--- config.mk ---
export PLATFORM = sky130hd
export DESIGN_NAME = gw_status
export DESIGN_NICKNAME = d
export VERILOG_FILES = /design/src/hdl/gw_status_pkg.sv /design/src/hdl/gw_status.sv /design/src/hdl/flash_gen.sv
export SDC_FILE = /design/constraint.sdc
export NUM_CORES = 1
export LEC_CHECK = 0
export BUFFER_PORTS_ARGS = -buffer_cell sky130_fd_sc_hd__buf_2
export CAP_MARGIN = 10
export CORE_UTILIZATION = 31
export CTS_CLUSTER_DIAMETER = 40
export CTS_CLUSTER_SIZE = 10
export DETAILED_ROUTE_END_ITERATION = 8
export PLACE_DENSITY = 0.52
export SLEW_MARGIN = 20
export SYNTH_ARGS = -nofsm -noshare
export SYNTH_HDL_FRONTEND = slang
export SYNTH_SLANG_ARGS = --single-unit
--- constraint.sdc ---
create_clock -name sys_clk_in -period 2.2 [get_ports sys_clk_in]
set_input_delay 0.11 -clock sys_clk_in [delete_from_list [all_inputs] [get_ports sys_clk_in]]
set_output_delay 0.11 -clock sys_clk_in [all_outputs]
set_load 0.01 [all_outputs]
--- src/hdl/gw_status_pkg.sv ---
// Package holding constants and types of the gateway status and switch decode block
package gw_status_pkg;

  // Register byte addresses on the AXI4-Lite slave
  localparam logic [7:0] CTRL_ADDR = 8'h00;
  localparam logic [7:0] STATE_ADDR = 8'h04;
  localparam logic [7:0] SUBNET_ADDR = 8'h08;
  localparam logic [7:0] SWITCH_ADDR = 8'h0c;
  localparam logic [7:0] LED_ADDR = 8'h10;
  localparam logic [7:0] CAP_ADDR = 8'h14;

  // Control register field positions
  localparam int CTRL_NMT_LSB = 0;
  localparam int CTRL_ERR_LSB = 4;
  localparam int CTRL_FAULT_BIT = 8;
  localparam int CTRL_DEV_LSB = 12;
  localparam int CTRL_STOP_BIT = 16;
  localparam logic [31:0] CTRL_RESET = 32'h0000_0000;

  // Subnet register fields
  localparam int SUB_CFG_LSB = 0;
  localparam int SUB_ACT_LSB = 32;
  localparam logic [4:0] MAX_NODES = 5'h1f;
  localparam logic [6:0] MAX_PDOS = 7'h50;
  localparam logic [3:0] ADDR_SCALE = 4'ha;

  // Fieldbus node state codes
  localparam logic [1:0] NMT_INIT = 2'h0;
  localparam logic [1:0] NMT_STOPPED = 2'h1;
  localparam logic [1:0] NMT_PREOP = 2'h2;
  localparam logic [1:0] NMT_OPER = 2'h3;

  // Bus error codes
  localparam logic [2:0] BERR_NONE = 3'h0;
  localparam logic [2:0] BERR_WARN = 3'h1;
  localparam logic [2:0] BERR_ECTRL = 3'h2;
  localparam logic [2:0] BERR_SYNC = 3'h3;
  localparam logic [2:0] BERR_BUSOFF = 3'h4;

  // Device condition codes
  localparam logic [1:0] DEV_BADCFG = 2'h0;
  localparam logic [1:0] DEV_INIT = 2'h1;
  localparam logic [1:0] DEV_RUN = 2'h2;
  localparam logic [1:0] DEV_BOOT = 2'h3;

  // Bit-rate codes in kbit/s
  localparam logic [10:0] RATE_RSVD = 11'h000;
  localparam logic [10:0] RATE_10K = 11'h00a;
  localparam logic [10:0] RATE_20K = 11'h014;
  localparam logic [10:0] RATE_50K = 11'h032;
  localparam logic [10:0] RATE_125K = 11'h07d;
  localparam logic [10:0] RATE_250K = 11'h0fa;
  localparam logic [10:0] RATE_500K = 11'h1f4;
  localparam logic [10:0] RATE_800K = 11'h320;
  localparam logic [10:0] RATE_1M = 11'h3e8;

  // Flash timing: 200 ms on and off, 1000 ms gap, from a 1 ms tick
  localparam int CLK_MHZ = 250;
  localparam int TICK_US = 1000;
  localparam int TICK_CYCLES = CLK_MHZ * TICK_US;
  localparam int FLASH_MS = 200;
  localparam int GAP_MS = 1000;
  localparam int BLINK_MS = 200;

  // Indicator pattern selects
  localparam logic [2:0] PAT_OFF = 3'h0;
  localparam logic [2:0] PAT_ON = 3'h1;
  localparam logic [2:0] PAT_BLINK = 3'h2;
  localparam logic [2:0] PAT_F1 = 3'h3;
  localparam logic [2:0] PAT_F2 = 3'h4;
  localparam logic [2:0] PAT_F3 = 3'h5;

  // Red and green pair for a bicolour indicator
  typedef struct packed {
    logic red;
    logic green;
  } bicolor_t;

endpackage

--- src/hdl/gw_status.sv ---
// Gateway switch decode and front-panel status indicators with an AXI4-Lite slave
//
// How it works
// - Node address is ten times tens plus units
// - Codes 5-8 give 250k..1M, 9 reserved
// - Switches captured once, only at startup
// - Run: flash stopped, blink preop, on operational
// - Error: off, flash1/2/3 by cause, on bus-off
// - Status red on unrecoverable fault, else dark
// - Subnet green once all configured transactions active
// - Subnet red on timeout/stop, green blinking after errors
// - Device: alternate, green, blinking green, red per condition
// - At most thirty-one serial nodes addressed
// - Up to eighty receive and transmit PDOs
`timescale 1ns/100ps
module gw_status
  import gw_status_pkg::*;
(
  // Clock and reset
  input wire logic sys_clk_in,
  input wire logic nrst_in,
  // Rotary selectors
  input wire logic [3:0] sw_units_in,
  input wire logic [3:0] sw_tens_in,
  input wire logic [3:0] sw_rate_in,
  // Subnet transaction events
  input wire logic [31:0] trans_active_in,
  input wire logic [31:0] trans_error_in,
  input wire logic [31:0] trans_timeout_in,
  // AXI4-Lite write address
  input wire logic [7:0] s_axi_awaddr,
  input wire logic s_axi_awvalid,
  output logic s_axi_awready,
  // AXI4-Lite write data
  input wire logic [31:0] s_axi_wdata,
  input wire logic [3:0] s_axi_wstrb,
  input wire logic s_axi_wvalid,
  output logic s_axi_wready,
  // AXI4-Lite write response
  output logic [1:0] s_axi_bresp,
  output logic s_axi_bvalid,
  input wire logic s_axi_bready,
  // AXI4-Lite read address
  input wire logic [7:0] s_axi_araddr,
  input wire logic s_axi_arvalid,
  output logic s_axi_arready,
  // AXI4-Lite read data
  output logic [31:0] s_axi_rdata,
  output logic [1:0] s_axi_rresp,
  output logic s_axi_rvalid,
  input wire logic s_axi_rready,
  // Decoded settings
  output logic [6:0] node_addr_out,
  output logic [10:0] bit_rate_out,
  output logic rate_valid_out,
  // Indicators
  output logic run_led_out,
  output logic err_led_out,
  output logic status_red_out,
  output bicolor_t subnet_led_out,
  output bicolor_t device_led_out
);

  // Startup capture sequencer
  // One-hot codes; the default arm only catches a corrupted state
  typedef enum logic [1:0] {
    ST_CAPTURE = 2'b01,
    ST_RUN = 2'b10
  } boot_t;
  boot_t boot_reg;

  // Software-written control and subnet configuration
  logic [31:0] ctrl_reg;
  logic [31:0] cfg_mask_reg;
  logic [31:0] seen_reg; // Transactions seen active since clear
  logic err_seen_reg; // Some transaction has failed
  logic timeout_reg; // Some transaction timed out

  // Timebase and pattern levels
  // Divider is wide enough for one millisecond at the system clock
  logic [17:0] div_reg;
  logic tick_reg;
  logic blink_lvl;
  logic [2:0] flash_lvl;

  // Bus handshake state
  logic aw_held_reg;
  logic w_held_reg;
  logic [7:0] awaddr_reg;
  logic [31:0] wdata_reg;
  logic [3:0] wstrb_reg;
  logic [31:0] rd_next;
  logic rd_ok_next;

  // Control fields
  // Fields are plain slices of the control word, decoded where used
  logic [1:0] nmt_state;
  logic [2:0] bus_err;
  logic fault_flag;
  logic [1:0] dev_cond;
  logic subnet_stop;
  assign nmt_state = ctrl_reg[CTRL_NMT_LSB +: 2];
  assign bus_err = ctrl_reg[CTRL_ERR_LSB +: 3];
  assign fault_flag = ctrl_reg[CTRL_FAULT_BIT];
  assign dev_cond = ctrl_reg[CTRL_DEV_LSB +: 2];
  assign subnet_stop = ctrl_reg[CTRL_STOP_BIT];

  // Only node slots 1..31 exist on the serial side; bit 0 is never configured
  // An empty mask never lights green, though the state register still reads it as all seen
  logic [31:0] cfg_valid;
  assign cfg_valid = {cfg_mask_reg[31:1], 1'b0};

  // Divider giving a one-cycle millisecond tick
  // The only slower rate in the block is this enable, never a second clock
  // Flash patterns start in their lit phase and blink starts dark, so a flash shows at once
  always_ff @(posedge sys_clk_in) begin
    if (!nrst_in) begin
      div_reg <= 18'h00000;
      tick_reg <= 1'b0;
    end else if (div_reg == 18'(TICK_CYCLES - 1)) begin
      div_reg <= 18'h00000;
      tick_reg <= 1'b1;
    end else begin
      div_reg <= div_reg + 18'h00001;
      tick_reg <= 1'b0;
    end
  end

  // One shared pattern source keeps all indicators in step
  flash_gen u_flash (
    .sys_clk_in(sys_clk_in),
    .nrst_in(nrst_in),
    .tick_in(tick_reg),
    .blink_out(blink_lvl),
    .flash_out(flash_lvl)
  );

  // Switches are sampled in the first cycle after reset and then frozen
  always_ff @(posedge sys_clk_in) begin
    if (!nrst_in) begin
      boot_reg <= ST_CAPTURE;
      node_addr_out <= 7'h00;
      bit_rate_out <= RATE_RSVD;
      rate_valid_out <= 1'b0;
    end else begin
      unique case (boot_reg)
        ST_CAPTURE: begin
          // Clocked capture after release; later switch moves are ignored
          // Operands widened first so the product keeps all seven bits
          // Digits above nine give no defined address; they are not refused
          node_addr_out <= ({3'h0, sw_tens_in} * {3'h0, ADDR_SCALE}) + {3'h0, sw_units_in};
          rate_valid_out <= 1'b1;
          unique case (sw_rate_in)
            4'h1: bit_rate_out <= RATE_10K;
            4'h2: bit_rate_out <= RATE_20K;
            4'h3: bit_rate_out <= RATE_50K;
            4'h4: bit_rate_out <= RATE_125K;
            4'h5: bit_rate_out <= RATE_250K;
            4'h6: bit_rate_out <= RATE_500K;
            4'h7: bit_rate_out <= RATE_800K;
            4'h8: bit_rate_out <= RATE_1M;
            default: begin
              // Codes 0, 9 and above are reserved
              // A reserved code leaves the rate invalid until restart
              bit_rate_out <= RATE_RSVD;
              rate_valid_out <= 1'b0;
            end
          endcase
          boot_reg <= ST_RUN;
        end
        ST_RUN: boot_reg <= ST_RUN;
        default: boot_reg <= ST_CAPTURE;
      endcase
    end
  end

  // Transaction history; events win over a software clear in the same cycle
  // Writing the subnet mask restarts the watch for a fresh setup
  // Flags are sticky until then; only configured slots are recorded
  always_ff @(posedge sys_clk_in) begin
    if (!nrst_in) begin
      seen_reg <= 32'h0000_0000;
      err_seen_reg <= 1'b0;
      timeout_reg <= 1'b0;
    end else begin
      if (w_held_reg && aw_held_reg && awaddr_reg == SUBNET_ADDR) begin
        seen_reg <= trans_active_in & cfg_valid;
        err_seen_reg <= |(trans_error_in & cfg_valid);
        timeout_reg <= |(trans_timeout_in & cfg_valid);
      end else begin
        seen_reg <= seen_reg | (trans_active_in & cfg_valid);
        err_seen_reg <= err_seen_reg | (|(trans_error_in & cfg_valid));
        timeout_reg <= timeout_reg | (|(trans_timeout_in & cfg_valid));
      end
    end
  end

  // Run and error indicators
  // Both follow the pattern levels one clock late, far below what an eye sees
  always_ff @(posedge sys_clk_in) begin
    if (!nrst_in) begin
      run_led_out <= 1'b0;
      err_led_out <= 1'b0;
    end else begin
      unique case (nmt_state)
        NMT_STOPPED: run_led_out <= flash_lvl[0];
        NMT_PREOP: run_led_out <= blink_lvl;
        NMT_OPER: run_led_out <= 1'b1;
        NMT_INIT: run_led_out <= 1'b0;
      endcase
      case (bus_err)
        BERR_WARN: err_led_out <= flash_lvl[0];
        BERR_ECTRL: err_led_out <= flash_lvl[1];
        BERR_SYNC: err_led_out <= flash_lvl[2];
        BERR_BUSOFF: err_led_out <= 1'b1;
        default: err_led_out <= 1'b0; // No error or unused code
      endcase
    end
  end

  // Module status, subnet and device indicators
  always_ff @(posedge sys_clk_in) begin
    if (!nrst_in) begin
      status_red_out <= 1'b0;
      subnet_led_out <= '0;
      device_led_out <= '0;
    end else begin
      status_red_out <= fault_flag;
      // Red has priority: a timeout or stop overrides any green state
      if (timeout_reg || subnet_stop) begin
        subnet_led_out <= '{red: 1'b1, green: 1'b0};
      end else if ((seen_reg & cfg_valid) == cfg_valid && cfg_valid != 32'h0) begin
        subnet_led_out <= '{red: 1'b0, green: err_seen_reg ? blink_lvl : 1'b1};
      end else begin
        subnet_led_out <= '0;
      end
      // Device colour is fixed or follows the blink level
      unique case (dev_cond)
        DEV_BADCFG: device_led_out <= '{red: blink_lvl, green: ~blink_lvl};
        DEV_INIT: device_led_out <= '{red: 1'b0, green: 1'b1};
        DEV_RUN: device_led_out <= '{red: 1'b0, green: blink_lvl};
        DEV_BOOT: device_led_out <= '{red: 1'b1, green: 1'b0};
      endcase
    end
  end

  // Write channel: address and data taken in either order, response after both
  // Readies toggle, so a taken item drops ready without extra logic
  // Readies stay low while a response waits, one write at a time
  always_ff @(posedge sys_clk_in) begin
    if (!nrst_in) begin
      aw_held_reg <= 1'b0;
      w_held_reg <= 1'b0;
      awaddr_reg <= 8'h00;
      wdata_reg <= 32'h0000_0000;
      wstrb_reg <= 4'h0;
      s_axi_awready <= 1'b0;
      s_axi_wready <= 1'b0;
      s_axi_bvalid <= 1'b0;
      s_axi_bresp <= 2'b00;
      ctrl_reg <= CTRL_RESET;
      cfg_mask_reg <= 32'h0000_0000;
    end else begin
      s_axi_awready <= !aw_held_reg && !s_axi_awready && !s_axi_bvalid;
      s_axi_wready <= !w_held_reg && !s_axi_wready && !s_axi_bvalid;
      if (s_axi_awvalid && s_axi_awready) begin
        aw_held_reg <= 1'b1;
        awaddr_reg <= s_axi_awaddr;
        s_axi_awready <= 1'b0;
      end
      if (s_axi_wvalid && s_axi_wready) begin
        w_held_reg <= 1'b1;
        wdata_reg <= s_axi_wdata;
        wstrb_reg <= s_axi_wstrb;
        s_axi_wready <= 1'b0;
      end
      if (aw_held_reg && w_held_reg) begin
        // Commit the write and answer; unmapped or read-only offsets give SLVERR
        aw_held_reg <= 1'b0;
        w_held_reg <= 1'b0;
        s_axi_bvalid <= 1'b1;
        s_axi_bresp <= 2'b10;
        if (awaddr_reg == CTRL_ADDR) begin
          for (int i = 0; i < 4; i++) begin
            if (wstrb_reg[i]) ctrl_reg[i*8 +: 8] <= wdata_reg[i*8 +: 8];
          end
          s_axi_bresp <= 2'b00;
        end else if (awaddr_reg == SUBNET_ADDR) begin
          for (int i = 0; i < 4; i++) begin
            if (wstrb_reg[i]) cfg_mask_reg[i*8 +: 8] <= wdata_reg[i*8 +: 8];
          end
          s_axi_bresp <= 2'b00;
        end
      end else if (s_axi_bvalid && s_axi_bready) begin
        s_axi_bvalid <= 1'b0;
      end
    end
  end

  // Read decode
  // Decoded from the live address so data is ready at the accept edge
  // Unmapped offsets read zero and answer SLVERR
  always_comb begin
    rd_next = 32'h0000_0000;
    rd_ok_next = 1'b1;
    case (s_axi_araddr)
      CTRL_ADDR: rd_next = ctrl_reg;
      SUBNET_ADDR: rd_next = cfg_mask_reg;
      STATE_ADDR: rd_next = {29'h0, timeout_reg, err_seen_reg, (seen_reg & cfg_valid) == cfg_valid};
      SWITCH_ADDR: rd_next = {12'h0, rate_valid_out, bit_rate_out, 1'b0, node_addr_out};
      LED_ADDR: rd_next = {25'h0, device_led_out, subnet_led_out, status_red_out, err_led_out, run_led_out};
      CAP_ADDR: rd_next = {9'h0, MAX_PDOS, 1'b0, MAX_PDOS, 3'h0, MAX_NODES};
      default: rd_ok_next = 1'b0;
    endcase
  end

  // Read channel: one-cycle accept, data one cycle later, held until taken
  // Reads share no state with writes, so the two may overlap
  always_ff @(posedge sys_clk_in) begin
    if (!nrst_in) begin
      s_axi_arready <= 1'b0;
      s_axi_rvalid <= 1'b0;
      s_axi_rdata <= 32'h0000_0000;
      s_axi_rresp <= 2'b00;
    end else begin
      s_axi_arready <= !s_axi_arready && !s_axi_rvalid;
      if (s_axi_arvalid && s_axi_arready) begin
        s_axi_arready <= 1'b0;
        s_axi_rvalid <= 1'b1;
        s_axi_rdata <= rd_next;
        s_axi_rresp <= rd_ok_next ? 2'b00 : 2'b10;
      end else if (s_axi_rvalid && s_axi_rready) begin
        s_axi_rvalid <= 1'b0;
      end
    end
  end

endmodule

--- src/hdl/flash_gen.sv ---
// Flash pattern generator giving blink and single, double and triple flash levels
`timescale 1ns/100ps
module flash_gen
  import gw_status_pkg::*;
(
  // Clock and reset
  input wire logic sys_clk_in,
  input wire logic nrst_in,
  // Timebase
  input wire logic tick_in,
  // Pattern levels
  output logic blink_out,
  output logic [2:0] flash_out
);

  // Phase within a flash sequence, in ticks
  localparam int SEQ_MS = 5 * FLASH_MS + GAP_MS;
  logic [11:0] ms_reg;
  logic [7:0] blink_reg;

  // Sequence counter wraps after three flashes plus the long gap
  always_ff @(posedge sys_clk_in) begin
    if (!nrst_in) begin
      ms_reg <= 12'h000;
    end else if (tick_in) begin
      if (ms_reg == 12'(SEQ_MS - 1)) begin
        ms_reg <= 12'h000;
      end else begin
        ms_reg <= ms_reg + 12'h001;
      end
    end
  end

  // Blink is an even on/off square wave
  always_ff @(posedge sys_clk_in) begin
    if (!nrst_in) begin
      blink_reg <= 8'h00;
      blink_out <= 1'b0;
    end else if (tick_in) begin
      if (blink_reg == 8'(BLINK_MS - 1)) begin
        blink_reg <= 8'h00;
        blink_out <= ~blink_out;
      end else begin
        blink_reg <= blink_reg + 8'h01;
      end
    end
  end

  // Flash n is lit in the first n on-slots, each slot one flash period, then dark
  always_ff @(posedge sys_clk_in) begin
    if (!nrst_in) begin
      flash_out <= 3'h0;
    end else begin
      flash_out[0] <= ms_reg < 12'(FLASH_MS);
      flash_out[1] <= ms_reg < 12'(FLASH_MS) ||
                      (ms_reg >= 12'(2 * FLASH_MS) && ms_reg < 12'(3 * FLASH_MS));
      flash_out[2] <= ms_reg < 12'(FLASH_MS) ||
                      (ms_reg >= 12'(2 * FLASH_MS) && ms_reg < 12'(3 * FLASH_MS)) ||
                      (ms_reg >= 12'(4 * FLASH_MS) && ms_reg < 12'(5 * FLASH_MS));
    end
  end

endmodule

Yosys cells after proc, flatten, opt, wreduce, memory -nomap -nowiden
Index checks and enable logic that the tools add are counted.
{ "op_classes": {"add_sub_neg": 4, "multipliers": 1, "n_div": 0, "n_lt_le_gt_ge": 5, "eq_ne": 30, "shift": 0, "n_mux": 24, "n_bitwise": 11, "reduce_logical": 52} }
{ "op_table": {"columns": ["op", "n"], "rows": [
  ["$pmux W32 S6", 1],
  ["$and A32 B32 Y32", 4],
  ["$pmux W10 S8", 1],
  ["$reduce_or A32 Y1", 2],
  ["$eq A32 B32 Y1", 1],
  ["$mux W32", 1],
  ["$or A32 B32 Y32", 1],
  ["$reduce_bool A32 Y1", 1],
  ["$eq A8 B4 Y1 const B", 3],
  ["$lt A12 B10 Y1 const B", 2],
  ["$add A18 B1 Y18 const B", 1],
  ["$eq A18 B18 Y1 const B", 1],
  ["$eq A4 B3 Y1 const B", 4],
  ["$eq A8 B5 Y1 const B", 2],
  ["$logic_not A8 Y1", 2],
  ["$reduce_and A4 Y1", 4],
  ["$logic_and A1 B1 Y1", 15],
  ["$add A12 B1 Y12 const B", 1],
  ["$eq A12 B11 Y1 const B", 1],
  ["$ge A12 B10 Y1 const B", 1],
  ["$ge A12 B9 Y1 const B", 1],
  ["$lt A12 B8 Y1 const B", 1],
  ["$mux W12", 1],
  ["$reduce_and A3 Y1", 4],
  ["other kinds (29)", 71]
]} }
{ "totals": {"register_bits": 256, "latch_bits": 0, "ramBits": 0, "romBits": 0, "memories": 0} }

Longest topological paths before layout
{ "logic_depth": {"word_depth": 5, "ltp_mapped": 8, "mapped_depth_nobuf": 8} }

Hierarchy
A second synthesis with hierarchy kept.
{ "unflattened": {"cells_unflattened": 1280, "hier_area_um2": 10540.1} }
{ "modules_own_cells": {"columns": ["module", "n_inst", "cells_per_inst", "area_each_um2"], "rows": [
  ["gw_status", 1, 1157, 9454.1],
  ["flash_gen", 1, 123, 1086.0]
]} }

Least setup slack after synthesis
Ideal clock, no wire load.
{ "synth_timing": {"path_type": "register to register", "from": "register awaddr_reg[7]", "to": "register err_seen_reg", "arrival_time_ps": 1778, "t_required_ps": 2080, "path_slack_ps": 303, "path_stages_with_launch": 6, "path_buffers": 0, "synth_period_minus_slack_ps": 1897, "path_cell_list": "dfxtp_1 or4_4 nor3_2 nand2_1 a211o_1 o31a_1"} }
{ "synth_via": {"elab_chain_cells": 3} }
{ "synth_rtl": {"columns": ["item", "line_no", "source"], "rows": [
  ["from (decl)", "gw_status.sv:89", "logic [7:0] awaddr_reg;"],
  ["from (signal assigned)", "gw_status.sv:268", "awaddr_reg <= s_axi_awaddr;"],
  ["$eq A8 B4 Y1", "gw_status.sv:186", "if (w_held_reg && aw_held_reg && awaddr_reg == SUBNET_ADDR) begin"],
  ["$logic_and A1 B1 Y1", "gw_status.sv:186", null],
  ["$mux W1", "gw_status.sv:186", null],
  ["to (signal assigned)", "gw_status.sv:188", "err_seen_reg <= |(trans_error_in & cfg_valid);"],
  ["to (signal assigned)", "gw_status.sv:192", "err_seen_reg <= err_seen_reg | (|(trans_error_in & cfg_valid));"],
  ["to (decl)", "gw_status.sv:76", "logic err_seen_reg;"]
]} }
Every way passes these cells.
A chain may end at the register's enable or synchronous reset.

Worst setup path in the final report
Same ends and word-level chain as after synthesis.

==> flow_metrics.tcl <==
set metrics [dict create \
    status "completed" \
    grt_start_max_net_pins 62 \
    layout.cells.most_common_list "sky130_fd_sc_hd__dfxtp_1 (252), sky130_fd_sc_hd__buf_2 (226), sky130_fd_sc_hd__nand2_1 (213), sky130_fd_sc_hd__dlygate4sd3_1 (124), sky130_fd_sc_hd__nand3_1 (86)" \
    first_pass_grt_wire_length_um 58400 \
    die-area_um2 36500 \
    p_leak_nw 6.05 \
    cts_bufs_inserted 41 \
    design.final.nets 1848 \
    die_height_um 191 \
    synth_cell_type_count 60 \
    syn_area_per_cell_um2 8.59 \
    timing_worst_setup_path_type "register to register" \
    synth_edf_count 0 \
    syn-cell-area_um2 11100 \
    tightestPinTransition_ps 575 \
    netlist_top_cells_area "sky130_fd_sc_hd__dfxtp_1 (46%), sky130_fd_sc_hd__nand2_1 (7.2%), sky130_fd_sc_hd__a22oi_1 (5.8%)" \
    place.port_buffers 227 \
    postSynth.topFlopCell "sky130_fd_sc_hd__dfxtp_1" \
    first_global_vias 10263 \
    coreArea_um2 34900 \
    placementRows 68 \
    cp-start-kind "register" \
    cp.required_ps 2600 \
    power_frac_seq_pct 37.5 \
    mostFrequentLayoutCell "sky130_fd_sc_hd__dfxtp_1" \
    synth-warning-count 0 \
    power_report.internal_total_mw 10.1 \
    route.vias.total 10896 \
    dp.cells 1957 \
    critical_path.max_fanout 3 \
    post_drt_wl_per_cell_um 18.0 \
    drive_gt1_share_pct 21.9 \
    global_route.usage.total_pct 20.7 \
    drv_cap 0 \
    globalRouteOverflowTotal 0 \
    netlist.top_cell.by_area "sky130_fd_sc_hd__dfxtp_1" \
    power.share.switching_pct 23.5 \
    finalSetupTns_ps 0 \
    total_switching_power_mw 3.10 \
    cts.repair_timing.setup_buffer_count 0 \
    worst_ep_arrival_time_ps 2550 \
    share_of_total_power_in_combinational_logic_pct 9.5 \
    antenna_found_initial 0 \
    boundaryPins 234 \
    synthArstFlopShare_pct 0 \
    dieWidth_um 191 \
    antenna_cells 0 \
    postRouteWirelength_um 38900 \
    netlist_instances 1290 \
    dp.final_hpwl_um 27900 \
    worst_slack_ps 52.7 \
    power.density_cell_area_nw_per_um2 839 \
    drtAntennaViolNets 0 \
    clkSinkCount 252 \
    growth_of_design_area_from_synthesis_to_finish_pct 41.7 \
    finalWorstPathRequiredPeriod_ps 2150 \
    worst_setup_hold_path_clk_slew_ps 50 \
    clock_tree.root_cell "sky130_fd_sc_hd__clkbuf_16" \
    initial_utilization_pct 31.8 \
    globalplace.congestion 0.869 \
    path_category_of_the_worst_min_delay_check "primary input to register" \
    max-clock-path-buffers 3 \
    p_clk_share_pct 53.0 \
    drt-vias-per-instance 5.05 \
    fraction_of_synthesized_cell_area_taken_by_the_top_area_cell_type_pct 45.5 \
    relSlewSlack_pct 61.7 \
    cts_tree "built" \
    clock_latency_ps 520 \
    drt_iter0_drc 723 \
    grt_setup_unrepaired "false" \
    finalHoldViolations 0 \
    timing.final.max_slew_violations 0 \
    firstDrtPassIters 7 \
    timing.critical_path.to_type "register" \
    fmaxAchievable_ghz 0.466 \
    htreeDepth 2 \
    finalSetupViolCount 0 \
    period_share_pct 97.6 \
    synth.ff_latch_count 252 \
    power.ir.vdd_worst_mv 0.528 \
    ys_seq_area_share_pct 45.5 \
    final-instance-count-excl-fill 2157 \
    dpl_worst_slack_ps 104 \
    largest_clock_skew_in_the_final_design_ps 13.5 \
    drcViolationCount 0 \
    finalPower_mw 13.2 \
]
-- repair_timing --
| item | CTS | global route |
|---|---|---|
| endpoints found under the hold margin | 104 | 0 |
| hold buffers | 124 | 0 |
| resized for setup | 0 | 0 |
-- metrics by stage --
| step | area [um2] | utilization [%] | hold WS (ps) |
|---|---|---|---|
| 6_report | 15700 | 45.0 | 19.1 |
| 5_1_grt | 15700 | 45.0 | 11.5 |
| 4_1_cts | 15700 | 45.0 | 0.0595 |
| 3_5_place_dp | 13000 | 37.1 | 372 |
| 3_3_place_gp | 13000 | 37.1 | 363 |
| 2_1_floorplan | 11100 | - | 255 |
-- cells by family after synthesis --
kind of cell | count (synthesis) | synth area share, %
simple gates | 535 | 23.4
compound gates | 308 | 19.2
other cells | 1 | 0.0338
mux | 32 | 2.89
xor+xnor | 41 | 3.24
fa+ha+maj | 12 | 1.49
buf+inv | 109 | 4.19
flops | 252 | 45.5
-- per-layer routing --
metal	wire, um	share of wire (%)	GRT usage [%]	up-vias
met5	0	0	0	-
met4	1100	2.8	6.53	0
met3	2980	7.7	3.86	97
met2	16700	43	31.0	415
met1	18100	47	29.7	5082
li1	-	-	-	5302
-- final cells by class --
class / instances / area [um2]
well taps: 455 / 569
clock buffers: 52 / 1170
multi-input cells: 931 / 5580
repair buffers: 411 / 2880
inverters: 32 / 120
clock inverters: 24 / 333
flip-flops and latches: 252 / 5040
fillers: 3476 / 19200
-- critical path, stage by stage, from the launching register on --
cell and delay [ps]:
sky130_fd_sc_hd__dfxtp_1 310, sky130_fd_sc_hd__or4_4 580, sky130_fd_sc_hd__nor3_2 220, sky130_fd_sc_hd__nand2_1 250
sky130_fd_sc_hd__a211o_1 360, sky130_fd_sc_hd__o31a_1 310
-- worst paths after layout --
check,cells after the start,from,end,slack [ps]
max,5,awaddr_reg[7]$_SDFFE_PN0P_,err_seen_reg$_SDFF_PN0_,50
min,4,sw_units_in[1],node_addr_out[1]$_SDFFE_PN0N_,20
max reg2reg,5,awaddr_reg[7]$_SDFFE_PN0P_,err_seen_reg$_SDFF_PN0_,50
min reg2reg,2,s_axi_rdata[7]$_SDFFE_PN0P_,s_axi_rdata[7]$_SDFFE_PN0P_,450
-- synthesized netlist by cell type, drive strengths merged (12+ instances only) --
master	instances
xnor2	24
nor4	18
a21oi	12
nor3	19
clkbuf	59
nor2	60
a22oi	85
dfxtp	252
mux2i	32
nand4	22
xor2	17
o22ai	13
and2	12
inv	32
nand2b	18
o21ai	77
buf	18
nand2	214
nor2b	63
nand3	86
a21boi	81
-- power by group through the flow --
stage / clock network [mW] / registers [mW] / logic [mW]
after global placement: 0 / 5.03 / 1.08
after CTS: 7.11 / 4.94 / 1.25
after global routing: 7.33 / 4.96 / 1.37
final: 6.98 / 4.94 / 1.25
after detailed placement: 0 / 5.04 / 1.10
after floorplan: 0 / 5.00 / 0.625
(Power assumes the default switching activity.)
